===== src/include/refclk_cfg.svh =====
// Register offsets, field positions, reset values and divider widths for the reference clock divider.
// Assumes a 32-bit AHB-Lite bus with one register per aligned word.
`ifndef REFCLK_CFG_SVH
`define REFCLK_CFG_SVH

`define REFCLK_CTRL_OFFSET   12'h000
`define REFCLK_STAT_OFFSET   12'h004
`define REFCLK_ADDR_LSB      2
`define REFCLK_ADDR_MSB      11

`define REFCLK_CTRL_RESET    8'h30

`define REFCLK_BIT_ON        7
`define REFCLK_BIT_ROUTE     6
`define REFCLK_BIT_SLEW      5
`define REFCLK_DUTY_MSB      4
`define REFCLK_DUTY_LSB      3
`define REFCLK_DIV_MSB       2
`define REFCLK_DIV_LSB       0

`define REFCLK_STAT_SRC_LSB  8
`define REFCLK_STAT_RUN_BIT  10

`define REFCLK_INSTR_DIV_W   2
`define REFCLK_MAX_DIV_EXP   7

`endif


===== src/include/refclk_pkg.sv =====
// Types shared by the reference clock divider and its bench.
// Assumes refclk_cfg.svh is included alongside for numeric constants.
package refclk_pkg;

    typedef enum logic [1:0]
    {
        OSC_OTHER              = 2'h0,
        LOW_POWER_CRYSTAL_MODE = 2'h1,
        STANDARD_CRYSTAL_MODE  = 2'h2,
        HIGH_SPEED_CRYSTAL_MODE = 2'h3
    } osc_mode_t;

    typedef enum logic [1:0]
    {
        PIN_RELEASED = 2'h0,
        PIN_INSTR    = 2'h1,
        PIN_REFCLK   = 2'h2
    } pin_src_t;

    typedef enum logic [1:0]
    {
        BUS_IDLE  = 2'h0,
        BUS_READ  = 2'h1,
        BUS_WRITE = 2'h3
    } bus_state_t;

    typedef struct packed
    {
        logic       refclk_module_on;
        logic       refclk_pin_route;
        logic       pin_slew_limit;
        logic [1:0] duty_select;
        logic [2:0] divide_select;
    } ctrl_t;

    typedef struct packed
    {
        logic out;
        logic oe;
        logic slew;
    } pin_drive_t;

endpackage


===== src/rtl/reference_clock_divider.sv =====
// Reference clock divider: AHB-Lite register slave, power-of-two divider, duty shaping, pin mux.
// Assumes config, sleep and bus inputs are synchronous to clk; clk is the system clock.
//
// The register offsets and the AHB-Lite register port were chosen for this implementation.
`timescale 1ns/1ps
`include "refclk_cfg.svh"

module reference_clock_divider
    import refclk_pkg::*;
#(
    parameter int CNT_W = `REFCLK_MAX_DIV_EXP
)
(
    input  wire logic        clk,
    input  wire logic        rst_n,
    input  wire logic        hsel,
    input  wire logic [31:0] haddr,
    input  wire logic [1:0]  htrans,
    input  wire logic        hwrite,
    input  wire logic [2:0]  hsize,
    input  wire logic [31:0] hwdata,
    input  wire logic        hready,
    output logic             hreadyout,
    output logic [31:0]      hrdata,
    output logic             hresp,
    input  wire osc_mode_t   osc_mode,
    input  wire logic        instr_clock_out_ctrl,
    input  wire logic        sleep_req,
    output logic             modulator_clk,
    output logic             refclk_pin_out,
    output logic             refclk_pin_oe,
    output logic             pin_slew_limit_out
);

    initial
    begin
        if (CNT_W < `REFCLK_MAX_DIV_EXP)
            $error("Counter too narrow for divide by 128");
    end

    ctrl_t              ctrl_ff;
    bus_state_t         bus_ff;
    logic [9:0]         waddr_ff;
    logic [CNT_W-1:0]   cnt_ff;
    logic [1:0]         instr_div_ff;
    logic               mod_ff;
    pin_drive_t         pin_ff;
    pin_src_t           src_ff;
    logic [31:0]        rdata_ff;
    logic               ready_ff;

    logic               take;
    logic               is_crystal;
    logic               nxt_refclk;
    logic [CNT_W-1:0]   nxt_cnt;
    pin_src_t           nxt_src;
    pin_drive_t         nxt_pin;
    logic [31:0]        nxt_rdata;
    ctrl_t              live_ctrl;

    function automatic logic [CNT_W-1:0] div_mask(input logic [2:0] div);
        logic [CNT_W:0] one;
        one = {{CNT_W{1'b0}}, 1'b1} << div;
        return one[CNT_W-1:0] - {{(CNT_W-1){1'b0}}, 1'b1};
    endfunction

    function automatic logic [CNT_W:0] div_thresh(input logic [2:0] div,
                                                 input logic [1:0] duty);
        logic [CNT_W+2:0] full;
        full = ({{(CNT_W+2){1'b0}}, 1'b1} << div) * {{(CNT_W+1){1'b0}}, duty};
        if (div == 3'h1 && duty != 2'h0)
            return {{CNT_W{1'b0}}, 1'b1};
        return full[CNT_W+2:2];
    endfunction

    function automatic logic [31:0] ctrl_word(input ctrl_t c);
        return {24'h0000_00, c};
    endfunction

    assign take       = hsel && htrans[1] && hready;
    assign is_crystal = (osc_mode != OSC_OTHER);

    // Write data arriving this cycle, seen by a read captured in the same cycle
    always_comb
    begin
        live_ctrl = ctrl_ff;
        if (bus_ff == BUS_WRITE && waddr_ff == `REFCLK_CTRL_OFFSET >> `REFCLK_ADDR_LSB)
            live_ctrl = ctrl_t'(hwdata[7:0]);
    end

    // Divided clock from the free-running counter
    always_comb
    begin
        nxt_cnt    = cnt_ff;
        nxt_refclk = 1'b0;
        if (ctrl_ff.refclk_module_on)
        begin
            nxt_cnt = cnt_ff + {{(CNT_W-1){1'b0}}, 1'b1};
            if (ctrl_ff.duty_select == 2'h0)
                nxt_refclk = 1'b0;
            else if (ctrl_ff.divide_select == 3'h0)
                nxt_refclk = 1'b1;
            else
                nxt_refclk = {1'b0, cnt_ff & div_mask(ctrl_ff.divide_select)}
                             < div_thresh(ctrl_ff.divide_select, ctrl_ff.duty_select);
        end
        else
        begin
            nxt_cnt = '0;
        end
    end

    // Pin ownership
    always_comb
    begin
        nxt_src = PIN_RELEASED;
        if (is_crystal)
            nxt_src = PIN_RELEASED;
        else if (!instr_clock_out_ctrl)
            nxt_src = PIN_INSTR;
        else if (ctrl_ff.refclk_module_on && ctrl_ff.refclk_pin_route)
            nxt_src = PIN_REFCLK;
        nxt_pin.slew = ctrl_ff.pin_slew_limit;
        nxt_pin.oe   = (nxt_src != PIN_RELEASED);
        case (nxt_src)
            PIN_INSTR:  nxt_pin.out = instr_div_ff[1];
            PIN_REFCLK: nxt_pin.out = nxt_refclk;
            default:    nxt_pin.out = 1'b0;
        endcase
    end

    always_comb
    begin
        nxt_rdata = 32'h0000_0000;
        case ({haddr[`REFCLK_ADDR_MSB:`REFCLK_ADDR_LSB], 2'b00})
            `REFCLK_CTRL_OFFSET: nxt_rdata = ctrl_word(live_ctrl);
            `REFCLK_STAT_OFFSET:
            begin
                nxt_rdata[CNT_W-1:0] = cnt_ff;
                nxt_rdata[`REFCLK_STAT_SRC_LSB +: 2] = src_ff;
                nxt_rdata[`REFCLK_STAT_RUN_BIT] = ctrl_ff.refclk_module_on;
            end
            default:             nxt_rdata = 32'h0000_0000;
        endcase
    end

    // Bus data-phase tracking
    always_ff @(posedge clk or negedge rst_n)
    begin
        if (!rst_n)
        begin
            bus_ff   <= BUS_IDLE;
            waddr_ff <= 10'h000;
        end
        else
        begin
            case (bus_ff)
                BUS_IDLE, BUS_READ, BUS_WRITE:
                begin
                    if (take)
                        bus_ff <= hwrite ? BUS_WRITE : BUS_READ;
                    else
                        bus_ff <= BUS_IDLE;
                end
                default: bus_ff <= BUS_IDLE;
            endcase
            if (take)
                waddr_ff <= haddr[`REFCLK_ADDR_MSB:`REFCLK_ADDR_LSB];
        end
    end

    always_ff @(posedge clk or negedge rst_n)
    begin
        if (!rst_n)
        begin
            rdata_ff <= 32'h0000_0000;
            ready_ff <= 1'b0;
        end
        else
        begin
            ready_ff <= 1'b1;
            if (take && !hwrite)
                rdata_ff <= nxt_rdata;
        end
    end

    // Control register
    always_ff @(posedge clk or negedge rst_n)
    begin
        if (!rst_n)
            ctrl_ff <= ctrl_t'(`REFCLK_CTRL_RESET);
        else if (bus_ff == BUS_WRITE && waddr_ff == `REFCLK_CTRL_OFFSET >> `REFCLK_ADDR_LSB)
            ctrl_ff <= ctrl_t'(hwdata[7:0]);
    end

    // Clock generation, frozen while asleep
    always_ff @(posedge clk or negedge rst_n)
    begin
        if (!rst_n)
        begin
            cnt_ff       <= '0;
            instr_div_ff <= 2'h0;
            mod_ff       <= 1'b0;
            pin_ff       <= '0;
            src_ff       <= PIN_RELEASED;
        end
        else if (!sleep_req)
        begin
            cnt_ff       <= nxt_cnt;
            instr_div_ff <= instr_div_ff + 2'h1;
            mod_ff       <= nxt_refclk;
            pin_ff       <= nxt_pin;
            src_ff       <= nxt_src;
        end
    end

    assign hreadyout          = ready_ff;
    assign hrdata             = rdata_ff;
    assign hresp              = 1'b0;
    assign modulator_clk      = mod_ff;
    assign refclk_pin_out     = pin_ff.out;
    assign refclk_pin_oe      = pin_ff.oe;
    assign pin_slew_limit_out = pin_ff.slew;
endmodule


===== config.mk =====
export PLATFORM = sky130hd
export DESIGN_NAME = reference_clock_divider
export DESIGN_NICKNAME = d
export VERILOG_FILES = /design/src/include/refclk_pkg.sv /design/src/rtl/reference_clock_divider.sv
export VERILOG_INCLUDE_DIRS = /design/src /design/src/include
export SDC_FILE = /design/constraint.sdc
export NUM_CORES = 1
export LEC_CHECK = 0
export BUFFER_PORTS_ARGS = -buffer_cell sky130_fd_sc_hd__buf_4
export CAP_MARGIN = 20
export CORE_MARGIN = 3
export CORE_UTILIZATION = 53
export CTS_BUF_LIST = sky130_fd_sc_hd__clkbuf_4 sky130_fd_sc_hd__clkbuf_8
export DETAILED_ROUTE_END_ITERATION = 8
export GPL_TIMING_DRIVEN = 0
export PLACE_DENSITY = 0.88
export RECOVER_POWER = 100
export SYNTH_ARGS = -nofsm -noshare
export SYNTH_HDL_FRONTEND = slang
export SYNTH_SLANG_ARGS = --single-unit

===== constraint.sdc =====
create_clock -name clk -period 9.35 [get_ports clk]
set_clock_uncertainty 0.05 [all_clocks]
set_input_delay 0.4675 -clock clk [delete_from_list [all_inputs] [get_ports clk]]
set_output_delay 0.4675 -clock clk [all_outputs]
set_load 0.05 [all_outputs]

==> results of run 1 <==
## cell usage after synthesis, drive strengths merged (2+ instances only)
master	n
mux2	19
nor3	4
ha	13
nand2b	5
o21ai	13
conb	2
nand3	5
inv	9
and2	9
o21bai	2
a21oi	10
and3	2
nand2	18
dfstp	2
clkbuf	5
nor4	5
o21a	2
a22o	4
a221o	7
or2	2
dfrtp	45
nor2	31
nand3b	2
a211oi	2
xnor2	7
buf	24
a21o	2
## per-stage QoR
| step | instances | hold WS [ns] |
|---|---|---|
| floorplan | 288 | 0.122 |
| global route | 406 | 0.351 |
| global placement | 398 | 0.397 |
| finish | 406 | 0.356 |
| detailed placement | 398 | 0.417 |
| CTS | 406 | 0.133 |
## kinds of logic after synthesis
family	Yosys count	share of synthesized area
buffers and inverters	38	0.0839
AND/OR/NAND/NOR	88	0.182
other	2	0.00275
AO/OA/AOI/OAI	49	0.124
multiplexers	20	0.0821
XOR/XNOR	8	0.0257
flip-flops	47	0.432
adder cells (fa/ha/maj)	14	0.0670
## layout make-up
cell class | instances | area, sq um | share of cell area
multi-input cells | 203 | 1370 | 0.428
flip-flops and latches | 47 | 1180 | 0.368
repair buffers | 43 | 255 | 0.0796
plain buffers | 29 | 194 | 0.0605
clock buffers | 7 | 83.8 | 0.0261
well taps | 67 | 83.8 | 0.0261
inverters | 9 | 33.8 | 0.0105
clock inverters | 1 | 5.00 | 0.00156
## sequential cells by signal, indices dropped and copies added (netlist names)
name                flops
instr_div_ff            2
refclk_pin_out          1
bus_ff                  2
hreadyout               1
src_ff                  2
hrdata                 11
modulator_clk           1
ctrl_ff                 8
waddr_ff               10
refclk_pin_oe           1
cnt_ff                  7
pin_slew_limit_out      1
## cells in the final DEF (no fill, tap or decap), drive strengths merged, types with 2 or more instances in the layout
cell    synthesis  routed
buf            24      46
dfrtp          45      45
clkbuf          5      33
nor2           31      31
conb            2      24
mux2           19      19
nand2          18      18
o21ai          13      13
ha             13      13
a21oi          10      10
inv             9       9
and2            9       9
xnor2           7       7
a221o           7       7
nand3           5       5
nand2b          5       5
nor4            5       5
nor3            4       4
a22o            4       4
nand3b          2       2
a211oi          2       2
or2             2       2
o21bai          2       2
o21a            2       2
and3            2       2
a21o            2       2
dfstp           2       2
## power by group
group	leakage [nW]	switching [mW]	internal [mW]
sequential	0.599	0.0155	0.223
combinational	0.906	0.0617	0.0403
clock	0.0491	0.0616	0.0583
total	1.55	0.139	0.322
## layer usage
metal	track usage	wire [um]	share of wire	up-vias
met2	0.368	2960	0.50	71
met1	0.249	2540	0.43	1014
met5	0	0	0	-
li1	-	-	-	1031
met4	0.0534	100	0.017	0
met3	0.0499	325	0.055	11
## critical path, cell delays in order (launching register included)
cell,delay [ns]
dfrtp_1,0.40
clkbuf_1,0.22
nand2_1,0.24
nor3_1,0.13
fa_1,0.49
a211oi_1,0.36
o21bai_1,0.13
a21oi_1,0.18
xnor2_1,0.15
nand2_1,0.08
ha_1,0.30
a21o_1,0.16
a21oi_1,0.20
o211ai_1,0.13
and3_1,0.22
o41ai_1,0.23
## how the worst max path moves through the flow
| stage | end | depth (start not counted) | start | slack, ns |
|---|---|---|---|---|
| 6_report | modulator_clk$_DFFE_PN0N_ | 15 | ctrl_ff[0]$_DFF_PN0_ | 5.59 |
| 5_1_grt | modulator_clk$_DFFE_PN0N_ | 15 | ctrl_ff[0]$_DFF_PN0_ | 5.27 |
| 4_1_cts | modulator_clk$_DFFE_PN0N_ | 15 | ctrl_ff[0]$_DFF_PN0_ | 5.68 |
| 3_5_place_dp | refclk_pin_out$_DFFE_PN0N_ | 15 | ctrl_ff[0]$_DFF_PN0_ | 5.75 |
| 3_3_place_gp | modulator_clk$_DFFE_PN0N_ | 15 | ctrl_ff[0]$_DFF_PN0_ | 5.81 |
| 2_1_floorplan | modulator_clk$_DFFE_PN0N_ | 15 | ctrl_ff[0]$_DFF_PN0_ | 6.17 |
==> impl_metrics.json, run 1 <==
{
  "cts_buffers": 5,
  "reg2reg_to": "modulator_clk$_DFFE_PN0N_",
  "drt_wl_total_um": 5920,
  "cts_tree": "built",
  "final_nets": 430,
  "overflow": 0,
  "synth_seq_cells": 47,
  "final_util": 0.661,
  "path_class": "reg -> reg",
  "p_total_mw": 0.460,
  "end_kind": "register",
  "cts_resized": 0,
  "ant_nets": 0,
  "core_sq_um": 4850,
  "synth-edff-count": 0,
  "hold_path.startpoint": "hwrite",
  "hold_buffers": 0,
  "leakagePower_nw": 1.55,
  "slew_violations": 48,
  "period_share": 0.402,
  "clockBufferDepth": 2,
  "io_buffers": 43,
  "avgSynthCellArea_sq_um": 10.3,
  "setup_ws_ns": 5.59,
  "pin_count": 116,
  "drt_iter0_markers": 132,
  "r2r_start": "ctrl_ff[0]$_DFF_PN0_",
  "synth_top_cell_by_area": "dfrtp_1",
  "dp_slack_ns": 5.75,
  "fmax_mhz": 266,
  "synth_area_leaders": "dfrtp_1 (41%), mux2_2 (7.8%), buf_4 (6.1%), ha_1 (6.0%), nor2_1 (4.0%)",
  "insertion_delay_ns": 0.29,
  "grt_pass1_vias": 2203,
  "critPathArrivalTime_ns": 3.89,
  "grt_pass1_wl_um": 10100,
  "grt_usage": 0.207,
  "dieArea_sq_um": 6040,
  "drt_first_pass_iters": 4,
  "clkTransAtPathRegs_ns": 0.08,
  "syn_to_final_growth_pct": 17.6,
  "holdPathStages": 2,
  "dpl_cell_area_sq_um": 3220,
  "vias": 2127,
  "start_util": 0.563,
  "cts-root-buf": "clkbuf_8",
  "die_x_um": 77.7,
  "antenna_cells": 0,
  "tightest_slew_ns": 2.37,
  "start_kind": "register",
  "grt_setup_unrepaired": "false",
  "synth_area_sq_um": 2730,
  "vias_per_cell": 5.24,
  "power_density_nw_per_um2": 144,
  "setup_violations": 0,
  "synthCells": 266,
  "required_ns": 9.49,
  "tns_ns": 0,
  "holdPathEnd": "bus_ff[1]$_DFF_PN0_",
  "drcViolationCount": 0,
  "final_layout_size_suffix_gt1_frac": 0.227,
  "synth_cell_types": 47,
  "yosysSeqAreaShare": 0.432,
  "dominantRegCellSynth": "dfrtp_1",
  "maxCapViolCount": 1,
  "n_fill_cell": 389,
  "rr_worst_depth": 15,
  "hpwl_um": 4600,
  "worst_hold_path_type": "in -> reg",
  "slew_headroom": -0.578,
  "die_h_um": 77.7,
  "finalHoldViolations": 0,
  "rows": 25,
  "cts.sinks": 47,
  "min_period_ns": 3.76,
  "regToRegSetupSlack_ns": 5.59,
  "cts_setup_buffers": 0,
  "outcome": "finished with violations",
  "grt_max_degree": 48,
  "ys_warn_count": 0,
  "path_max_fanout": 10,
  "synth_top_area_frac": 0.413,
  "post_drt_wl_per_cell_um": 14.6,
  "synthArstFlopShare": 1.00,
  "finish.instance_area_sq_um": 3210,
  "gp_congestion": 0.868,
  "htreeDepth": 2,
  "antenna_found_initial": 0,
  "failed_checks": "max-capacitance violations, max-slew violations",
  "ir_worst_vdd_uv": 96.8
}
Note: power is estimated with default switching activity, not from simulation.
==> inputs of run 2 (changes only) <==
CORE_UTILIZATION = 45   (was 53)
PLACE_DENSITY = 0.79   (was 0.88)
clock period = 3.1 ns   (was 9.35 ns; I/O delays follow)
==> impl_metrics.json, run 2 (synthesis gave the netlist of run 1 again) <==
{
  "rows": 27,
  "drt_wl_total_um": 6130,
  "leakagePower_nw": 1.66,
  "antenna_found_initial": 0,
  "slew_violations": 48,
  "path_class": "reg -> reg",
  "comb_power_share": 0.209,
  "worst_hold_path_type": "in -> reg",
  "grt_usage": 0.179,
  "final_nets": 437,
  "grt_pass1_vias": 2170,
  "cts_buffers": 5,
  "critPathArrivalTime_ns": 3.29,
  "hpwl_um": 4560,
  "dp_cells": 403,
  "setup_violations": 2,
  "fmax_mhz": 318,
  "path_max_fanout": 5,
  "drt_first_pass_iters": 4,
  "overflow": 0,
  "finish.instance_area_sq_um": 3480,
  "die_h_um": 83.9,
  "tightest_slew_ns": 2.44,
  "cts.sinks": 47,
  "end_kind": "register",
  "post_drt_wl_per_cell_um": 14.7,
  "drt_iter0_markers": 171,
  "gp_congestion": 0.829,
  "hold_ws_ns": 0.0302,
  "required_ns": 3.25,
  "ant_nets": 0,
  "dp_slack_ns": -0.352,
  "grt_max_degree": 48,
  "drcViolationCount": 0,
  "die_x_um": 83.9,
  "crit_top_cell": "ha_4",
  "insertion_delay_ns": 0.29,
  "final_layout_size_suffix_gt1_frac": 0.298,
  "clkTransAtPathRegs_ns": 0.09,
  "cts_tree": "built",
  "cts-root-buf": "clkbuf_8",
  "dieArea_sq_um": 7030,
  "syn_to_final_growth_pct": 27.7,
  "io_buffers": 43,
  "clockBufferDepth": 2,
  "cpLargestDelayFamily": "compound AO/OA/AOI/OAI gates",
  "ir_worst_vdd_uv": 297,
  "outcome": "finished with violations",
  "slew_headroom": -0.629,
  "grt_pass1_wl_um": 10300,
  "maxCapViolCount": 1,
  "finalHoldViolations": 0,
  "power_switching_mw": 0.449,
  "failed_checks": "max-capacitance violations, max-slew violations, negative setup slack",
  "tns_ns": -0.0564,
  "largest_register_ffs": 11,
  "period_share": 1.01,
  "min_period_ns": 3.14,
  "start_kind": "register",
  "mostFrequentLayoutCell": "buf_4",
  "vias_per_cell": 5.11,
  "sw_frac_of_total": 0.282,
  "core_sq_um": 5680,
  "critPathSlowestCell": "dfrtp_1",
  "cp.buffers_inverters": 1,
  "grt_setup_unrepaired": "true",
  "htreeDepth": 2,
  "final_cell_mix": "buf_4 (53), dfrtp_1 (44), nor2_1 (27)",
  "slowest_delay_ns": 0.41,
  "crit_path_cell_trace": "buf_8 -> nand2b_4 -> nor2_2 -> ha_4 -> a211oi_4 -> o21bai_1 -> a21oi_1 -> xnor2_1 -> nand2_1 -> ha_4 -> a21o_1 -> a21oi_2 -> o211ai_1 -> and3_1 -> o31ai_1",
  "pin_count": 116,
  "p_seq_frac": 0.459,
  "dpl_cell_area_sq_um": 3230,
  "layout.cells.non_filler": 418,
  "start_util": 0.481,
  "power_density_nw_per_um2": 458,
  "clock_power_share": 0.332,
  "p_int_mw": 1.14,
  "vias": 2136,
  "antenna_cells": 0,
  "setup_ws_ns": -0.0424
}
[run 2: cell types whose count changed in the layout (fill, tap and decap cells not counted), sizes merged]
| cell | before | now |
|---|---|---|
| bufinv | 0 | 2 |
| clkbuf | 33 | 29 |
| clkinv | 1 | 0 |
| buf | 46 | 55 |
| dlygate4sd3 | 0 | 1 |
[run 2: timing repair]
| item | 4_1_cts | 5_1_grt |
|---|---|---|
| gates cloned | 0 | 1 |
| hold buffers | 1 | 0 |
| setup buffers | 2 | 4 |
| setup endpoints to repair | 2 | 2 |
| hold endpoints to repair | 45 | 0 |
| pin swaps | 7 | 5 |
| resized for setup | 16 | 8 |
[run 2: area by class of cell]
type                            instances  area (sq um)
Inverter                                9          33.8
Clock buffer                            6          76.3
Buffer                                 28           209
Tap cell                               72          90.1
Multi-Input combinational cell        203          1500
Clock inverter                          2          60.1
Fill cell                             499          2190
Timing Repair Buffer                   51           339
Sequential cell                        47          1180
[run 2: routing by layer]
metal  vias up  wire length (um)  GRT usage
met1      1025              2700      0.239
met2        62              3060      0.304
met3         4               321     0.0365
met5         -                 0          0
li1       1045                 -          -
met4         0                34     0.0351
[run 2: final timing paths]
check,to,from,cells past startpoint,slack [ns]
max,refclk_pin_out$_DFFE_PN0N_,ctrl_ff[2]$_DFF_PN0_,15,-0.04
min,bus_ff[1]$_DFF_PN0_,hwrite,2,0.03
max reg2reg,refclk_pin_out$_DFFE_PN0N_,ctrl_ff[2]$_DFF_PN0_,15,-0.04
min reg2reg,bus_ff[0]$_DFF_PN0_,bus_ff[1]$_DFF_PN0_,1,0.42
max in group asynchronous,ctrl_ff[1]$_DFF_PN0_,rst_n,2,0.29
min in group asynchronous,waddr_ff[0]$_DFFE_PN0P_,rst_n,2,1.13
[run 2: worst register-to-register path, cell delays in order, from the launching register on]
cell and delay, ns:
dfrtp_1 0.41, buf_8 0.14, nand2b_4 0.17, nor2_2 0.14, ha_4 0.24, a211oi_4 0.27, o21bai_1 0.09, a21oi_1 0.18
xnor2_1 0.14, nand2_1 0.11, ha_4 0.23, a21o_1 0.16, a21oi_2 0.16, o211ai_1 0.11, and3_1 0.21, o31ai_1 0.24
[run 2: per-stage QoR]
stage,total power [mW],utilization
floorplan,0.965,-
global placement,1.05,0.569
detailed placement,1.06,0.569
CTS,1.60,0.611
global route,1.67,0.614
finish,1.59,0.614
[run 2: power groups by stage]
| stage | clock network, mW | logic (mW) | registers, mW |
|---|---|---|---|
| 2_1_floorplan | 0 | 0.216 | 0.749 |
| 3_3_place_gp | 0 | 0.311 | 0.736 |
| 3_5_place_dp | 0 | 0.319 | 0.737 |
| 4_1_cts | 0.537 | 0.330 | 0.731 |
| 5_1_grt | 0.568 | 0.362 | 0.740 |
| 6_report | 0.530 | 0.333 | 0.731 |
==> inputs of run 3 (changes only) <==
ABC_AREA = 1   (was not set)
==> impl_metrics.json, run 3 <==
{
  "slew_headroom": 0.268,
  "synth_commonest_cells": "nand2_1 (79), inv_1 (47), dfrtp_1 (45)",
  "synth_most_common_cell": "nand2_1",
  "hpwl_um": 4830,
  "grt_usage": 0.180,
  "yosysSeqAreaShare": 0.422,
  "dominantRegCellSynth": "dfrtp_1",
  "ir_worst_vdd_uv": 313,
  "power_switching_mw": 0.380,
  "p_total_mw": 1.28,
  "synth_area_leaders": "dfrtp_1 (40%), nand2_1 (11%), inv_1 (6.3%), buf_4 (5.9%), ha_1 (5.8%)",
  "path_max_fanout": 5,
  "synth-edff-count": 0,
  "final_nets": 521,
  "dp_slack_ns": -0.0215,
  "grt_max_degree": 48,
  "ys_warn_count": 0,
  "hold_ws_ns": 0.0221,
  "drt_wl_total_um": 6340,
  "leakagePower_nw": 1.76,
  "insertion_delay_ns": 0.31,
  "mostFrequentLayoutCell": "nand2_1",
  "clockBufferDepth": 2,
  "crit_path_cell_trace": "clkinvlp_4 -> nor4_4 -> ha_1 -> nand2_1 -> nand2_1 -> nand2_1 -> nand2_1 -> a21oi_2 -> or2_1 -> nand2_1 -> a21oi_2 -> nand2_1 -> o21ai_1 -> ha_1 -> and3_1 -> nand2_1 -> nand2_1 -> nand2_1 -> nand3_1 -> nand2_1",
  "min_period_ns": 2.94,
  "synthXorXnorAreaFrac": 0.00627,
  "antenna_found_initial": 0,
  "cts_buffers": 5,
  "comb_power_share": 0.178,
  "dpl_cell_area_sq_um": 3290,
  "vias_per_cell": 4.80,
  "die_x_um": 84.8,
  "finish.instance_area_sq_um": 3390,
  "synth-compound-area-share": 0.104,
  "critPathSlowestCell": "dfstp_2",
  "gp_congestion": 0.911,
  "path_class": "reg -> reg",
  "holdPathEnd": "ctrl_ff[3]$_DFF_PN0_",
  "clkTransAtPathRegs_ns": 0.09,
  "antenna_cells": 0,
  "synth_area_sq_um": 2800,
  "slowest_delay_ns": 0.56,
  "synth_mux_area_frac": 0,
  "synth_top_area_frac": 0.403,
  "finalHoldViolations": 0,
  "dieArea_sq_um": 7190,
  "avgSynthCellArea_sq_um": 8.01,
  "synth_cell_types": 40,
  "post_drt_wl_per_cell_um": 12.5,
  "crit_top_cell": "nand2_1",
  "die_h_um": 84.8,
  "io_buffers": 43,
  "synth_adder_area_share": 0.0654,
  "yosys.area_share.simple": 0.259,
  "tightest_slew_ns": 1.10,
  "vias": 2423,
  "drcViolationCount": 0,
  "rows": 28,
  "fmax_mhz": 340,
  "hold_path.startpoint": "hwdata[3]",
  "largest_register_ffs": 11,
  "start_kind": "register",
  "grt_pass1_wl_um": 10400,
  "grt_pass1_vias": 2268,
  "power_density_nw_per_um2": 378,
  "n_fill_cell": 563,
  "reg2reg_to": "modulator_clk$_DFFE_PN0N_",
  "ant_nets": 0,
  "synth_seq_cells": 47,
  "overflow": 0,
  "period_share": 0.948,
  "outcome": "finished, final reports clean",
  "synth_top_family_by_area": "simple AND/OR/NAND/NOR gates",
  "p_int_mw": 0.902,
  "p_seq_frac": 0.531,
  "syn_to_final_growth_pct": 21.4,
  "final_cell_mix": "nand2_1 (79), buf_4 (53), inv_1 (46)",
  "drt_first_pass_iters": 4,
  "maxCapViolCount": 0,
  "slew_violations": 0,
  "holdPathStages": 3,
  "setup_ws_ns": 0.162,
  "htreeDepth": 2,
  "drt_iter0_markers": 196,
  "cts_tree": "built",
  "rr_worst_depth": 20,
  "grt_setup_unrepaired": "true",
  "r2r_start": "ctrl_ff[4]$_DFF_PN1_",
  "cp.depth": 20,
  "synth_top_cell_by_area": "dfrtp_1",
  "required_ns": 3.25,
  "critPathArrivalTime_ns": 3.09,
  "start_util": 0.469,
  "synthCells": 349,
  "synthArstFlopShare": 1.00,
  "setup_violations": 0,
  "clock_power_share": 0.291,
  "cts-root-buf": "clkbuf_8",
  "ff_latch_area_sq_um": 1180,
  "pin_count": 116,
  "multi_input_area_sq_um": 1320,
  "cts.sinks": 47,
  "core_sq_um": 5960,
  "cp.buffers_inverters": 1,
  "worst_hold_path_type": "in -> reg",
  "end_kind": "register",
  "cpLargestDelayFamily": "simple AND/OR/NAND/NOR gates",
  "final_layout_size_suffix_gt1_frac": 0.214,
  "sw_frac_of_total": 0.296,
  "regToRegSetupSlack_ns": 0.16
}
[run 3: cells by family (layout without fill, tap and decap cells)]
logic type / count (synthesis) / in the layout
adder cells (fa/ha/maj): 14 / 14
other: 2 / 24
AND/OR/NAND/NOR: 155 / 155
flip-flops: 47 / 47
buffers and inverters: 79 / 138
XOR/XNOR: 2 / 2
AO/OA/AOI/OAI: 50 / 50
[run 3: area by class of cell]
| cell class | instances | area share |
|---|---|---|
| clock buffer | 6 | 0.0225 |
| inverter | 51 | 0.0575 |
| buffer | 28 | 0.0579 |
| clock inverter | 2 | 0.00369 |
| tap | 75 | 0.0277 |
| multi-input combinational | 245 | 0.388 |
| timing repair buffer | 51 | 0.0944 |
| sequential | 47 | 0.348 |
[run 3: worst max-delay path by stage]
stage	startpoint	endpoint	slack, ns
after floorplan	ctrl_ff[4]$_DFF_PN1_	modulator_clk$_DFFE_PN0N_	0.37
after CTS	ctrl_ff[2]$_DFF_PN0_	modulator_clk$_DFFE_PN0N_	0.10
after detailed placement	ctrl_ff[4]$_DFF_PN1_	modulator_clk$_DFFE_PN0N_	-0.02
after global placement	ctrl_ff[4]$_DFF_PN1_	modulator_clk$_DFFE_PN0N_	0.09
final	ctrl_ff[4]$_DFF_PN1_	modulator_clk$_DFFE_PN0N_	0.16
after global routing	ctrl_ff[4]$_DFF_PN1_	modulator_clk$_DFFE_PN0N_	-0.12
[run 3: tightest hold or removal path, delay by kind of cell]
family / cells / cell delay [ns]
buffers and inverters: 2 / 0.14
AOI/OAI and AO/OA: 1 / 0.06
[run 3: metal layers]
layer  global-route usage  vias up  share of wire
li1                     -     1234              -
met1                0.243     1107           0.46
met4               0.0576        0          0.012
met5                    0        -              0
met3               0.0408        8          0.062
met2                0.288       74           0.47
[run 3: power by group through the flow]
stage          Sequential, mW  Clock [mW]  Combinational (mW)
3_3_place_gp            0.693           0               0.223
4_1_cts                 0.682       0.382               0.230
2_1_floorplan           0.699           0               0.154
3_5_place_dp            0.694           0               0.228
6_report                0.681       0.373               0.228
5_1_grt                 0.686       0.404               0.252
[run 3: timing repair]
item | 4_1_cts | 5_1_grt
endpoints found under the setup margin | 2 | 2
hold buffers | 1 | 0
pin swaps | 0 | 0
setup buffers | 0 | 7
endpoints found under the hold margin | 45 | 0
gates resized for setup | 1 | 10
[run 3: metrics by stage]
stage           util  setup TNS [ns]  cells
2_1_floorplan      -               0    371
3_3_place_gp   0.553               0    489
3_5_place_dp   0.553         -0.0268    489
4_1_cts        0.571               0    498
5_1_grt        0.570          -0.221    505
6_report       0.570               0    505
